## src/hdl/idx_defs.svh

```systemverilog
// constants for the index register accumulator datapath slice
// assumes a decoder presents one instruction byte per request
// Summary of operation
// RULE1: opcode 1010 copies index register to work
// RULE2: copy leaves index register and carry alone
// RULE3: opcode 1011 loads work from index register
// RULE4: swap writes old work into index register
// RULE5: swap never touches the carry link flag
// RULE6: opcode 1000 adds index, work and carry
// RULE7: carry set when full sum exceeds fifteen
// RULE8: carry cleared when sum not above fifteen
// RULE9: add leaves index register unchanged
// RULE10: low nibble selects one of sixteen registers
`ifndef IDX_DEFS_SVH
`define IDX_DEFS_SVH
`define OP_COPY 4'ha
`define OP_SWAP 4'hb
`define OP_ADD 4'h8
`define SUM_LIMIT 5'h0f
`define WORK_RESET 4'h0
`define CARRY_RESET 1'b0
`endif

```

## src/hdl/idx_pkg.sv

```systemverilog
// types for the index register accumulator datapath slice
// assumes idx_defs.svh supplies the numeric constants
package idx_pkg;
  typedef enum logic [1:0] {OPK_NONE, OPK_COPY, OPK_SWAP, OPK_ADD} op_kind_t;
endpackage

```

## src/hdl/idx_acc_ops.sv

```systemverilog
// datapath slice: copy, swap and add-with-carry between index file and work register
// assumes decoder pulses I_VALID with a byte and waits for O_DONE before the next
`timescale 1ns/1ns
`include "idx_defs.svh"
module idx_acc_ops (
  // clock and reset
  input wire logic I_CLK,
  input wire logic I_RST,
  // instruction request
  input wire logic I_VALID,
  input wire logic [3:0] I_OPCODE_HIGH_NIBBLE,
  input wire logic [3:0] I_OPERAND_LOW_NIBBLE,
  // results
  output logic O_BUSY,
  output logic O_DONE,
  output logic [3:0] O_WORK_REGISTER,
  output logic O_CARRY_LINK_FLAG
);
  typedef enum logic [1:0] {ST_IDLE, ST_READ, ST_EXEC} state_t;

  typedef struct packed {
    state_t st;
    idx_pkg::op_kind_t kind;
    logic [3:0] sel;
    logic [3:0] work;
    logic carry;
    logic busy;
    logic done;
  } core_t;

  core_t s_q, s_d;
  logic rf_we;
  logic [3:0] rf_wdata;
  logic [3:0] rf_rdata;
  logic [4:0] sum;

  // map the high nibble onto an operation kind
  function automatic idx_pkg::op_kind_t decode(input logic [3:0] hi);
    if (hi == `OP_COPY) begin
      decode = idx_pkg::OPK_COPY;
    end else if (hi == `OP_SWAP) begin
      decode = idx_pkg::OPK_SWAP;
    end else if (hi == `OP_ADD) begin
      decode = idx_pkg::OPK_ADD;
    end else begin
      decode = idx_pkg::OPK_NONE;
    end
  endfunction

  // index register file, low nibble addresses it directly
  idx_regfile #(.WIDTH(4), .DEPTH(16), .AW(4)) u_rf (
    .clk(I_CLK),
    .rst(I_RST),
    .we(rf_we),
    .waddr(s_q.sel), // [RULE10]
    .wdata(rf_wdata),
    .raddr(s_q.sel),
    .rdata(rf_rdata)
  );

  // full five bit sum of index, work and carry
  assign sum = {1'b0, rf_rdata} + {1'b0, s_q.work} + {4'h0, s_q.carry}; // [RULE6]
  // only swap writes the file; copy and add leave it alone
  assign rf_we = (s_q.st == ST_EXEC) && (s_q.kind == idx_pkg::OPK_SWAP); // [RULE4] [RULE2] [RULE9]
  assign rf_wdata = s_q.work; // [RULE4]

  // next state and datapath
  always_comb begin
    s_d = s_q;
    s_d.done = 1'b0;
    case (s_q.st)
      ST_IDLE: begin
        if (I_VALID && decode(I_OPCODE_HIGH_NIBBLE) != idx_pkg::OPK_NONE) begin
          s_d.kind = decode(I_OPCODE_HIGH_NIBBLE);
          s_d.sel = I_OPERAND_LOW_NIBBLE; // [RULE10]
          s_d.st = ST_READ;
          s_d.busy = 1'b1;
        end
      end
      ST_READ: begin
        s_d.st = ST_EXEC;
      end
      ST_EXEC: begin
        case (s_q.kind)
          idx_pkg::OPK_COPY: s_d.work = rf_rdata; // [RULE1] [RULE2]
          idx_pkg::OPK_SWAP: s_d.work = rf_rdata; // [RULE3] [RULE5]
          idx_pkg::OPK_ADD: begin
            s_d.work = sum[3:0]; // [RULE6]
            s_d.carry = (sum > `SUM_LIMIT); // [RULE7] [RULE8]
          end
          default: s_d.work = s_q.work;
        endcase
        s_d.st = ST_IDLE;
        s_d.busy = 1'b0;
        s_d.done = 1'b1;
      end
      default: s_d.st = ST_IDLE;
    endcase
  end

  // state register
  always_ff @(posedge I_CLK) begin
    if (I_RST) begin
      s_q <= '{st: ST_IDLE, kind: idx_pkg::OPK_NONE, sel: 4'h0, work: `WORK_RESET,
               carry: `CARRY_RESET, busy: 1'b0, done: 1'b0};
    end else begin
      s_q <= s_d;
    end
  end

  // outputs straight from flops
  assign O_BUSY = s_q.busy;
  assign O_DONE = s_q.done;
  assign O_WORK_REGISTER = s_q.work;
  assign O_CARRY_LINK_FLAG = s_q.carry;
endmodule // idx_acc_ops

```

## src/hdl/idx_regfile.sv

```systemverilog
// sixteen by four index register file with registered read
// assumes one clock, synchronous writes and reads
`timescale 1ns/1ns
module idx_regfile #(
  parameter int WIDTH = 4,
  parameter int DEPTH = 16,
  parameter int AW = 4
) (
  input wire logic clk,
  input wire logic rst,
  input wire logic we,
  input wire logic [AW-1:0] waddr,
  input wire logic [WIDTH-1:0] wdata,
  input wire logic [AW-1:0] raddr,
  output logic [WIDTH-1:0] rdata
);
  logic [WIDTH-1:0] mem [DEPTH];

  // write port and registered read port
  always_ff @(posedge clk) begin
    if (rst) begin
      for (int i = 0; i < DEPTH; i++) begin
        mem[i] <= '0;
      end
      rdata <= '0;
    end else begin
      if (we) begin
        mem[waddr] <= wdata;
      end
      rdata <= mem[raddr];
    end
  end
endmodule // idx_regfile

```

## config.mk

```make
export PLATFORM = sky130hd
export DESIGN_NAME = idx_acc_ops
export DESIGN_NICKNAME = d
export VERILOG_FILES = /design/src/hdl/idx_pkg.sv /design/src/hdl/idx_acc_ops.sv /design/src/hdl/idx_regfile.sv
export VERILOG_INCLUDE_DIRS = /design/src /design/src/hdl
export SDC_FILE = /design/constraint.sdc
export NUM_CORES = 1
export LEC_CHECK = 0
export BUFFER_PORTS_ARGS = -buffer_cell sky130_fd_sc_hd__buf_2
export CAP_MARGIN = 0
export CORE_MARGIN = 4
export CORE_UTILIZATION = 66
export DETAILED_ROUTE_END_ITERATION = 10
export GPL_TIMING_DRIVEN = 0
export HOLD_SLACK_MARGIN = 0.06
export PLACE_DENSITY_LB_ADDON = 0.08
export SETUP_SLACK_MARGIN = 0.5
export SLEW_MARGIN = 20
export SYNTH_ARGS = -nofsm -noshare
export SYNTH_HDL_FRONTEND = slang
export SYNTH_SLANG_ARGS = --single-unit
```

## constraint.sdc

```tcl
create_clock -name I_CLK -period 4.5 [get_ports I_CLK]
set_clock_uncertainty 0.1 [all_clocks]
set_input_delay 0.225 -clock I_CLK [delete_from_list [all_inputs] [get_ports I_CLK]]
set_output_delay 0.225 -clock I_CLK [all_outputs]
set_load 0.02 [all_outputs]
```

After elaboration in Yosys (flattened, before gate mapping)
Memories as Yosys holds them, arrays and structs flattened. A register that Yosys moved wholly into a read port is not among the register bits.
Index checks and enable logic that the tools add are counted.
- $add $sub $neg: 2
- magnitude comparators: 1
- eq/ne operators: 9
- multiplexer cells: 18
- reductions and logical operators: 12
- operator list (cell ; count):
    4-bit equality test, second input constant ; 3
    1-bit two-way mux ; 8
    2-bit two-way mux ; 4
    4-bit two-way mux ; 2
    8-bit two-way mux ; 1
    4-bit one-hot mux with 2 select lines ; 1
    2-bit AND reduction ; 4
    2-bit equality test, second input constant ; 3
    2-bit nonzero test ; 3
    4-bit by 4-bit adder with 5-bit output ; 1
    5-bit by 1-bit adder with 5-bit output ; 1
    5-bit by 4-bit greater-than comparator with 1-bit output, second input constant ; 1
    2-bit by 1-bit equality test with 1-bit output, second input constant ; 2
    2-bit one-hot mux with 2 select lines ; 1
    4-bit OR reduction ; 1
    1-bit logical AND ; 2
    2-bit zero test ; 1
    2-bit != test, second input constant ; 1
    1-bit one-hot mux with 2 select lines ; 1
    2-bit OR reduction ; 1
- bits in registers: 15
- memory bits (writable): 64
- input bits: 11
- output and inout bits: 7
- logic and storage cells: 50
- memories kept: 1
- memories (name ; depth ; width ; rd ports ; clocked after Yosys merged registers in ; write ports ; line ; source):
    u_rf.mem ; 16 ; 4 ; 1 ; 1 ; 16 ; idx_regfile.sv:17 ; logic [WIDTH-1:0] mem [DEPTH];

Logic depth before layout (Yosys ltp)
Gate-level depths: netlist of run 1.
- depth after elaboration: 9
- gate-level depth with buffers: 7
- depth with buffers taken out: 7

Modules after synthesis
Synthesis of run 1 repeated with hierarchy kept, for this count alone.
- cells, all modules: 323
- area total of the unflattened synthesis: 4092.7 µm²
- modules (own cells, without submodules) (module ; instances ; cells each ; area each (µm²) ; sequential area each (µm²)):
    idx_regfile ; 1 ; 233 ; 3259.4 ; 2001.9
    idx_acc_ops ; 1 ; 90 ; 833.3 ; 300.3

Worst setup path before layout of run 1
Ideal clock, no wire load.
- path kind: register -> register
- start: register s_q, in the netlist O_WORK_REGISTER[1]
- end: register s_q, in the netlist O_WORK_REGISTER[2]
- library setup time: 0.086 ns
- arrival time: 1.622 ns
- required time: 4.314 ns
- slack: 2.693 ns
- cell stages (with the launch flop): 8
- buffers on the path: 1
- clock period less this slack: 1.807 ns
- cells stage by stage: dfxtp_1 > inv_1 > clkbuf_1 > fa_1 > nor2b_1 > nor3_1 > a21oi_1 > a211oi_1
- cells in the longest elaborated chain, start to end: 3
- ends and longest elaborated chain (element ; line ; source):
    start, declared ; idx_acc_ops.sv:31 ; core_t s_q, s_d;
    start signal, assigned ; idx_acc_ops.sv:104 ; s_q <= '{st: ST_IDLE, kind: idx_pkg::OPK_NONE, sel: 4'h0, work: `WORK_RESET,
    4-bit by 4-bit adder with 5-bit output ; idx_acc_ops.sv:62 ; assign sum = {1'b0, rf_rdata} + {1'b0, s_q.work} + {4'h0, s_q.carry};
    5-bit by 1-bit adder with 5-bit output ; idx_acc_ops.sv:62 ;
    4-bit one-hot mux with 2 select lines ; idx_acc_ops.sv:84 ; case (s_q.kind)
No other way between the ends.
A chain may end at the register's enable or synchronous reset.

Final worst setup path of run 1
Ends and elaborated chain as after synthesis.

==> flow_summary_export.csv, run 1 <==
group,metric,value,unit
clock_network,cts-buffers-inserted,9,
timing,hold_viol_final,0,
timing,period_share,52.5,%
detailed_routing,drt_iter0_markers,150,
final_layout,stdcell_count,416,
global_route,first_global_vias,2524,
setup_path,crit_path_top_delay_cell,"dfxtp_1",
pwr,p_per_area,329,mW/mm^2
floorplan,dieArea,0.00746,mm^2
global_route,antenna_found_initial,0,
setup_path,end_kind,"register",
final_layout,layout.nets,352,
global_route,grt_pass1_wl,13600,um
synth,muxShareOfSynthArea,10.3,%
floorplan,die_w,86.4,um
floorplan,num_io_pins,18,
synth,async_flop_share,0,%
synth,synth_area_leaders,"edfxtp_1 (47%), dfxtp_1 (9.4%), and2_1 (8.2%)",
synth,synth_fa_ha_area_share,1.91,%
detailed_routing,drtAntennaViolNets,0,
detailed_routing,routed_wl,8420,um
timing,finalCriticalPeriod,2.36,ns
setup_path,crit_chain,"inv_1 > clkbuf_1 > fa_1 > nor2b_1 > nor3_1 > a21oi_1 > a211oi_1",
synth,synth-edff-count,64,
synth,synthSimpleGateAreaFrac,23.0,%
setup_path,critical_path_class,"register to register",
clock_network,cts_buffer_depth,2,
timing,worst_slew_pin_slew,0.609,ns
global_route,grt.overflow.total,0,
timing,finalSetupViolCount,0,
synth,postSynthCellCount,304,
placed_design,place_inst,395,
final_layout,area_growth,10.3,%
timing,hold_ws,0.0694,ns
synth,avgSynthCellArea,13.3,um^2
placed_design,io_buffers,16,
synth,synth_seq_cells,83,
pwr,leakagePower,1.69,nW
status,status,"finished, final reports clean",
pwr,vdd_ir_drop_max,218,uV
synth,synth_nets,320,
detailed_routing,drc_errors,0,
clock_network,root_buffer,"clkbuf_8",
floorplan,start_util,68.1,%
synth,ys.flop_type,"edfxtp_1",
setup_path,critPathRequiredTime,4.66,ns
clock_network,cts.sink_count,83,
placed_design,gp_congestion,0.825,
detailed_routing,via_per_inst,6.08,
synth,yosys_warnings,0,
timing,drv_slew,0,
synth,synth.largest_area_cell,"edfxtp_1",
global_route,grt_usage,25.1,%
global_route,grt_start_max_net_pins,15,
synth,ys_types,46,
timing,rsz0062_at_grt,"no",
timing,fin_tns_setup,0,ns
clock_network,htreeDepth,3,
clock_network,clk_pin_slew_worst_paths,0.08,ns
synth,syn_area,0.00406,mm^2
job,maxCapViolCount,0,
synth,synth_top_family_by_area,"simple AND/OR/NAND/NOR gates",
timing,fmax,0.423,GHz
setup_path,arrival,2.52,ns
synth,ys_seq_area_share,56.8,%
min_path,hold_class,"input pin to register",
placed_design,dpl.hpwl,5960,um
final_layout,nFillCells,413,
synth,netlist.area_leader.share,47.4,%
detailed_routing,drt_first_pass_iters,4,
setup_path,path_max_fanout,10,
clock_network,insertion_delay,0.36,ns
setup_path,cp-start-kind,"register",
clock_network,cts_tree,"yes",
floorplan,core,0.00596,mm^2
setup_path,slowest_delay,0.58,ns
synth,synth_xor_xnor_area_share,0,%
detailed_routing,wl_per_cell,20.2,um
synth,synth_compound_area_share,4.57,%
timing,slew_headroom,59.4,%
floorplan,num_rows,28,
detailed_routing,vias,2531,
floorplan,die-height,86.4,um
final_layout,n_antenna_cell,0,
final_layout,layout-drive-gt1-share,26.4,%
## path summary, 6_finish.rpt
path                           startpoint                  to  slack [ns]  cells past startpoint
hold / removal    I_OPCODE_HIGH_NIBBLE[1]             s_q[12]        0.07                      3
hold reg to reg                    O_BUSY              O_BUSY        0.37                      2
setup reg to reg       O_WORK_REGISTER[1]  O_WORK_REGISTER[2]        2.14                      7
setup / recovery       O_WORK_REGISTER[1]  O_WORK_REGISTER[2]        2.14                      7
## cells by family (layout without fill, tap and decap cells)
logic type      count (synthesis)  in the layout
simple gates                  141            141
flops                          83             83
buf+inv                        27             64
compound gates                 24             24
mux                            24             24
fa+ha+maj                       5              5
## cells in the mapped netlist, types with 3 or more instances
cell	n
nor4_1	5
a221o_1	3
a211oi_1	5
edfxtp_1	64
nor4_4	3
a22o_1	3
mux4_2	14
nor2_1	22
nor3b_1	3
a21oi_1	4
dfxtp_1	19
nor3_1	13
ha_1	3
nor2b_1	3
mux2i_1	8
buf_2	9
inv_1	4
nand2_1	7
or2_2	16
and2_1	53
nand2b_1	3
buf_4	5
clkbuf_1	8
## through the flow
stage	power (mW)	util [%]	instance area (um^2)	setup WS, ns
4_1_cts	1.47	75.1	4470	2.14
3_3_place_gp	0.951	71.0	4230	2.29
5_1_grt	1.52	75.1	4470	1.96
6_report	1.47	75.1	4470	2.14
2_1_floorplan	0.929	-	4060	2.69
3_5_place_dp	0.955	71.0	4230	2.21
## per-layer routing
layer  routed length, um  GRT usage [%]  vias to the layer above
met5                   0              0                        -
met4                 301           11.0                        0
met3                 514           5.89                       24
met1                3480           33.5                     1241
met2                4120           39.6                       79
li1                    -              -                     1187
## worst max-delay path, delay by kind of cell (launching register included)
kind | cells | cell delay (ns)
simple gates | 2 | 0.30
compound gates | 2 | 0.33
fa+ha+maj | 1 | 0.52
flops | 1 | 0.58
buf+inv | 2 | 0.44
## power breakdown
part | leakage (nW) | switching (mW) | internal, mW
clock network | 0.0885 | 0.273 | 0.256
logic | 0.784 | 0.0482 | 0.0379
registers | 0.815 | 0.00968 | 0.845
## flip-flops by register name (all words and copies together), names as in the netlist
name and cells:
O_WORK_REGISTER 4, O_CARRY_LINK_FLAG 1, u_rf.rdata 4, O_DONE 1, u_rf.mem 64, O_BUSY 1
s_q 8
## cell type report
cell class              instances  area [um^2]  share of cell area [%]
plain buffers                  23          124                    2.77
clock buffers                  10          128                    2.85
clock inverters                 6         66.3                    1.48
inverters                       4         15.0                   0.336
multi-input cells             194         1620                    36.1
flip-flops and latches         83         2300                    51.5
well taps                      75         93.8                    2.10
repair buffers                 21          130                    2.91
## what timing repair did
action                    4_1_cts  5_1_grt
hold endpoints to repair        5        0
setup buffers                   0        0
resized for setup               0        0
hold buffers                    5        0
## cell usage in the layout (no fill, tap or decap), types with 3 or more instances in the layout
master         netlist  layout
mux4_2              14      14
or2_2               16      16
nor4_1               5       5
ha_1                 3       3
buf_2                9      25
a22o_1               3       3
edfxtp_1            64      64
mux2i_1              8       8
clkbuf_8             0       9
nor3_1              13      13
dfxtp_1             19      19
nand2_1              7       7
dlygate4sd3_1        0       5
buf_4                5       5
clkbuf_1             8       9
and2_1              53      53
inv_1                4       4
nor2_1              22      22
a211oi_1             5       5
nand2b_1             3       3
a21oi_1              4       4
nor4_4               3       3
clkinvlp_4           0       3
a221o_1              3       3
nor3b_1              3       3
nor2b_1              3       3
No activity file was read; power rests on OpenSTA's default activity.
==> run 2, diff against run 1 <==
- ABC_AREA: unset -> 1
- CORE_UTILIZATION: 66 -> 55
- clock period: 4.5 -> 1.96 ns (I/O delays scaled with it)
==> run 2 against run 1 <==
Core utilization up 5.4 points. First-iteration DRC count increased by 99%. Critical path type unchanged. Via count up 37%. Sequential cell count unchanged. Non-clock buffer count up 46. Die area increased by 17%. Final cell count increased by 59%. Critical path depth is the same. Combinational power increased to 3.8 times the previous value. Synthesized area down 0.86%.
==> flow_summary_export.csv, run 2 <==
group,metric,value,unit
floorplan,num_rows,30,
floorplan,core,0.00694,mm^2
final_layout,area_growth,39.0,%
final_layout,layout.nets,575,
global_route,grt_pass1_wl,15700,um
timing,worst_slew_pin_slew,0.731,ns
min_path,hold_class,"input pin to register",
detailed_routing,drt_iter0_markers,298,
pwr,p_switching,0.898,mW
status,status,"finished, final reports clean",
synth,synth_seq_cells,83,
timing,slew_headroom,51.3,%
detailed_routing,drtAntennaViolNets,0,
timing,finalCriticalPeriod,1.75,ns
floorplan,num_io_pins,18,
timing,fin_tns_setup,0,ns
timing,hold_viol_final,0,
timing,rsz0062_at_grt,"yes",
floorplan,dieArea,0.00874,mm^2
placed_design,dpl.hpwl,6370,um
floorplan,die-height,93.5,um
detailed_routing,routed_wl,10600,um
timing,period_share,89.2,%
synth,synth_common_cells,"nand2_1 (210), nor2_1 (89), edfxtp_1 (64), inv_1 (21), dfxtp_1 (19)",
final_layout,reg_top3,"u_rf.mem (64), s_q (8)",
setup_path,arrival,1.94,ns
clock_network,cts_tree,"yes",
global_route,antenna_found_initial,0,
pwr,p_per_area,614,mW/mm^2
synth,ys_seq_area_share,57.2,%
final_layout,n_antenna_cell,0,
min_path,hold_path_depth,4,
clock_network,root_buffer,"clkbuf_8",
timing,drv_slew,0,
clock_network,cts-buffers-inserted,9,
detailed_routing,drt_first_pass_iters,4,
synth,netlist.area_leader.share,47.8,%
final_layout,largest_register_ff_count,64,
detailed_routing,via_per_inst,5.26,
synth,yosys_warnings,0,
placed_design,place_ws,0.208,ns
synth,synth.most_common_cell,"nand2_1",
final_layout,final_common_cell,"nand2_1",
final_layout,final_cell_mix,"nand2_1 (179), edfxtp_1 (64), nor2_1 (38), nand2_4 (29)",
timing,setup_ws,0.212,ns
global_route,first_global_vias,3248,
setup_path,critPathRequiredTime,2.15,ns
timing,finalSetupViolCount,0,
global_route,grt_usage,23.7,%
floorplan,die_w,93.5,um
synth,synth_area_leaders,"edfxtp_1 (48%), nand2_1 (20%), dfxtp_1 (9.5%)",
detailed_routing,wl_per_cell,16.0,um
final_layout,largest_register,"u_rf.mem",
final_layout,layout-drive-gt1-share,38.5,%
placed_design,gp_congestion,0.840,
setup_path,end_kind,"register",
pwr,leakagePower,2.39,nW
clock_network,cts.sink_count,83,
setup_path,cp-start-kind,"register",
placed_design,io_buffers,16,
pwr,clockPowerShare,32.9,%
global_route,grt_start_max_net_pins,16,
pwr,seqPwrFrac,57.5,%
synth,ys_types,24,
synth,postSynthCellCount,479,
clock_network,clk_pin_slew_worst_paths,0.09,ns
synth,syn_area,0.00402,mm^2
clock_network,htreeDepth,3,
synth,synth-edff-count,64,
detailed_routing,drc_errors,0,
global_route,grt.overflow.total,0,
floorplan,start_util,57.9,%
synth,async_flop_share,0,%
final_layout,nFillCells,398,
clock_network,cts_buffer_depth,2,
detailed_routing,vias,3472,
clock_network,insertion_delay,0.35,ns
pwr,vdd_ir_drop_max,458,uV
synth,ys.flop_type,"edfxtp_1",
setup_path,path_max_fanout,10,
setup_path,critical_path_class,"register to register",
job,maxCapViolCount,0,
synth,avgSynthCellArea,8.40,um^2
pwr,p_sw_share,26.2,%
synth,synth_nets,495,
synth,synth.largest_area_cell,"edfxtp_1",
timing,fmax,0.572,GHz
pwr,internal_power,2.53,mW
setup_path,ff2ff_path_depth,7,
pwr,combPwrFrac,9.7,%
## run 2: changes by cell type after synthesis, moves of 8 or more
cell / before / now
and2_1: 53 / 0
mux2i_1: 8 / 0
mux4_2: 14 / 0
o21ai_0: 2 / 11
nand2_2: 0 / 9
nor2_1: 22 / 89
or2_2: 16 / 2
nand2_1: 7 / 210
inv_1: 4 / 21
nor3_1: 13 / 2
## run 2: final timing paths
path | startpoint | to | slack [ns]
worst min-delay path | I_RST | s_q[11] | 0.17
worst max register to register | O_WORK_REGISTER[1] | O_CARRY_LINK_FLAG | 0.21
worst max-delay path | O_WORK_REGISTER[1] | O_CARRY_LINK_FLAG | 0.21
worst min register to register | O_BUSY | O_BUSY | 0.39
## run 2: kinds of logic (layout without fill, tap and decap cells)
family | Yosys count | count (layout) | share of synthesized area, %
simple gates | 322 | 322 | 32.3
fa+ha+maj | 5 | 5 | 1.93
buf+inv | 46 | 131 | 5.66
flops | 83 | 83 | 57.2
compound gates | 23 | 23 | 2.89
## run 2: timing repair
item	in CTS	in global routing
hold endpoints to repair	14	0
pin swaps	15	19
endpoints found under the setup margin	136	137
resized for setup	69	115
setup buffers	24	19
hold buffers	10	0
## run 2: stage by stage
stage | hold slack (ns) | utilization, % | area, um^2 | total power, mW | std cells
final | 0.170 | 80.5 | 5590 | 3.43 | 660
after global routing | 0.220 | 80.5 | 5590 | 3.54 | 660
after CTS | 0.0545 | 72.2 | 5010 | 3.37 | 641
after detailed placement | 0.210 | 61.9 | 4300 | 2.25 | 591
after global placement | 0.202 | 61.9 | 4300 | 2.24 | 591
after floorplan | 0.0886 | - | 4100 | 2.18 | 479
## run 2: critical path, stage by stage (launching register included)
cell      delay, ns
dfxtp_4        0.39
clkinv_8       0.08
buf_12         0.16
fa_1           0.44
or2_4          0.27
a21oi_2        0.12
nor3_1         0.05
nor2_1         0.08
## run 2: routing by layer
layer / GRT usage (%) / vias to the layer above / wire (um)
li1: - / 1668 / -
met1: 31.1 / 1676 / 4370
met2: 40.1 / 111 / 5460
met3: 3.06 / 17 / 548
met4: 8.55 / 0 / 188
met5: 0 / - / 0
## run 2: area by class of cell
| type | count | area (um^2) | share of cell area, % |
|---|---|---|---|
| sequential | 83 | 2320 | 41.5 |
| multi-input combinational | 350 | 2080 | 37.2 |
| timing repair buffer | 69 | 591 | 10.6 |
| buffer | 21 | 186 | 3.33 |
| clock buffer | 9 | 124 | 2.22 |
| inverter | 25 | 123 | 2.19 |
| tap | 96 | 120 | 2.15 |
| clock inverter | 7 | 51.3 | 0.917 |
## run 2: power groups by stage
| stage | sequential [mW] | combinational, mW | clock [mW] |
|---|---|---|---|
| after floorplan | 2.00 | 0.174 | 0 |
| after global placement | 2.01 | 0.237 | 0 |
| after detailed placement | 2.01 | 0.240 | 0 |
| after CTS | 1.97 | 0.292 | 1.11 |
| after global routing | 1.98 | 0.365 | 1.19 |
| final | 1.97 | 0.331 | 1.13 |
==> run 3, diff against run 2 <==
- PLACE_DENSITY: unset -> 0.86
- PLACE_DENSITY_LB_ADDON: 0.08 -> unset
==> run 3 against run 2 <==
Power increased by 5.8%. Cell area grew 2.7%. Wire length increased by 35%. Via count grew 16%. Final cell count rose by 0.91%. Non-clock buffer count up 6. Register-to-register slack lost 0.13 ns. Global-route usage rose by 5.2 points. Hold slack worse by 0.051 ns. Largest power group unchanged.
==> flow_summary_export.csv, run 3 (synthesized netlist as in run 2, its figures left out) <==
group,metric,value,unit
clock_network,insertion_delay,0.37,ns
pwr,vdd_ir_drop_max,480,uV
clock_network,cts_tree,"yes",
global_route,first_global_vias,3811,
setup_path,critical_path_class,"register to register",
final_layout,area_growth,42.8,%
placed_design,dpl_cell_area,0.00430,mm^2
final_layout,reg_top3,"u_rf.mem (64), s_q (8)",
final_layout,finish.utilization,82.7,%
setup_path,rr_startpoint,"s_q[14]",
clock_network,clk_pin_slew_worst_paths,0.09,ns
detailed_routing,wl_per_cell,21.5,um
detailed_routing,drt_first_pass_iters,5,
final_layout,layout-drive-gt1-share,40.5,%
setup_path,arrival,1.87,ns
final_layout,finalInstanceArea,0.00574,mm^2
detailed_routing,drc_errors,0,
placed_design,io_buffers,16,
placed_design,dpl.hpwl,6500,um
setup_path,cp.depth,8,
timing,slew_headroom,52.8,%
floorplan,core,0.00694,mm^2
final_layout,n_antenna_cell,0,
final_layout,nFillCells,331,
pwr,p_switching,0.934,mW
global_route,grt_start_max_net_pins,14,
global_route,grt.overflow.total,0,
timing,rsz0062_at_grt,"yes",
timing,fin_tns_setup,0,ns
final_layout,final_common_cell,"nand2_1",
setup_path,timing.rr.end,"u_rf.mem[4][1]",
detailed_routing,drtAntennaViolNets,0,
clock_network,htreeDepth,3,
final_layout,multi_input_area,0.00209,mm^2
detailed_routing,via_per_inst,6.06,
placed_design,place_inst,591,
setup_path,path_buf_inv,2,
timing,fmax,0.532,GHz
final_layout,register_area,0.00232,mm^2
global_route,grt_pass1_wl,18800,um
floorplan,die-height,93.5,um
pwr,p_sw_share,25.7,%
pwr,p_per_area,632,mW/mm^2
timing,drv_slew,0,
clock_network,root_buffer,"clkbuf_8",
floorplan,num_io_pins,18,
min_path,hold_path_depth,7,
detailed_routing,routed_wl,14300,um
floorplan,die_w,93.5,um
placed_design,place_ws,0.199,ns
final_layout,layout.nets,581,
pwr,internal_power,2.69,mW
floorplan,num_rows,30,
clock_network,cts.sink_count,83,
setup_path,crit_chain,"nand2_4 > nor2_4 > nand3b_4 > buf_6 > nor2_4 > buf_12 > nand2_8 > nand2_4",
timing,hold_ws,0.120,ns
clock_network,cts-buffers-inserted,9,
pwr,leakagePower,2.41,nW
setup_path,ff2ff_path_depth,8,
setup_path,critPathRequiredTime,1.95,ns
setup_path,cp-start-kind,"register",
status,status,"finished, final reports clean",
setup_path,path_delay_family,"simple AND/OR/NAND/NOR gates",
setup_path,end_kind,"register",
min_path,hold_class,"input pin to register",
setup_path,startpoint,"s_q[14]",
final_layout,largest_register,"u_rf.mem",
detailed_routing,vias,4036,
floorplan,start_util,57.9,%
global_route,grt_usage,28.9,%
timing,period_share,95.9,%
final_layout,stdcell_count,666,
job,maxCapViolCount,0,
timing,worst_slew_pin_slew,0.708,ns
setup_path,slowest_delay,0.38,ns
setup_path,crit_path_top_delay_cell,"dfxtp_2",
timing,setup_ws,0.0809,ns
timing,finalSetupViolCount,0,
setup_path,r2r_slack,0.08,ns
setup_path,path_max_fanout,5,
setup_path,timing.critical_path.to,"u_rf.mem[4][1]",
floorplan,dieArea,0.00874,mm^2
pwr,clockPowerShare,35.0,%
detailed_routing,drt_iter0_markers,603,
placed_design,gp_congestion,0.935,
pwr,p_total,3.63,mW
timing,finalCriticalPeriod,1.88,ns
pwr,seqPwrFrac,54.6,%
pwr,combPwrFrac,10.4,%
global_route,antenna_found_initial,0,
timing,hold_viol_final,0,
final_layout,largest_register_ff_count,64,
final_layout,final_cell_mix,"nand2_1 (167), edfxtp_1 (64), nor2_1 (39), nor2_4 (33)",
clock_network,cts_buffer_depth,2,
## run 3: cell count changes in the layout (fill, tap and decap cells not counted), moves of 3 or more
cell and change:
clkinvlp_4 -4, nand2_2 +21, inv_1 +3, nor2_4 +5
buf_8 +4, nand2_4 -8, inv_6 -3, nor2_2 -6
nand2_1 -12
## run 3: worst reg2reg max path, stage by stage (launching register included)
cell and delay, ns:
dfxtp_2 0.38, nand2_4 0.07, nor2_4 0.17, nand3b_4 0.19
buf_6 0.17, nor2_4 0.17, buf_12 0.15, nand2_8 0.08
nand2_4 0.12
## run 3: worst min-delay path by stage
stage                          to  slack (ns)                    start
final                     s_q[13]        0.12  I_OPCODE_HIGH_NIBBLE[3]
after global routing      s_q[13]        0.17  I_OPCODE_HIGH_NIBBLE[3]
after CTS                 s_q[13]        0.08  I_OPCODE_HIGH_NIBBLE[3]
after detailed placement  s_q[12]        0.21  I_OPCODE_HIGH_NIBBLE[1]
after global placement    s_q[12]        0.20  I_OPCODE_HIGH_NIBBLE[1]
after floorplan           s_q[11]        0.09  I_OPCODE_HIGH_NIBBLE[0]
## run 3: timing repair
item / 4_1_cts / 5_1_grt
cloned: 0 / 4
endpoints found under the setup margin: 136 / 140
buffers inserted: 34 / 10
hold buffers: 11 / 0
gates resized for setup: 102 / 102
pin swaps: 9 / 31
hold endpoints to repair: 15 / 0
## run 3: per-layer routing
layer | up-vias | global-route usage [%] | routed length (um)
li1 | 1681 | - | -
met1 | 1866 | 33.7 | 4770
met2 | 381 | 50.2 | 6980
met3 | 108 | 4.59 | 1420
met4 | 0 | 16.6 | 1130
met5 | - | 0 | 0
## run 3: power by group through the flow
stage	Sequential (mW)	Clock, mW	Combinational [mW]
floorplan	2.00	0	0.174
global placement	2.01	0	0.231
detailed placement	2.01	0	0.239
CTS	1.97	1.22	0.290
global route	1.98	1.33	0.402
finish	1.98	1.27	0.377
## run 3: area by class of cell
cell class,instances,share of cell area (%)
Sequential cell,83,40.4
Multi-Input combinational cell,350,36.4
Timing Repair Buffer,75,12.2
Buffer,21,3.66
Clock buffer,11,2.46
Tap cell,96,2.09
Inverter,25,1.98
Clock inverter,5,0.915
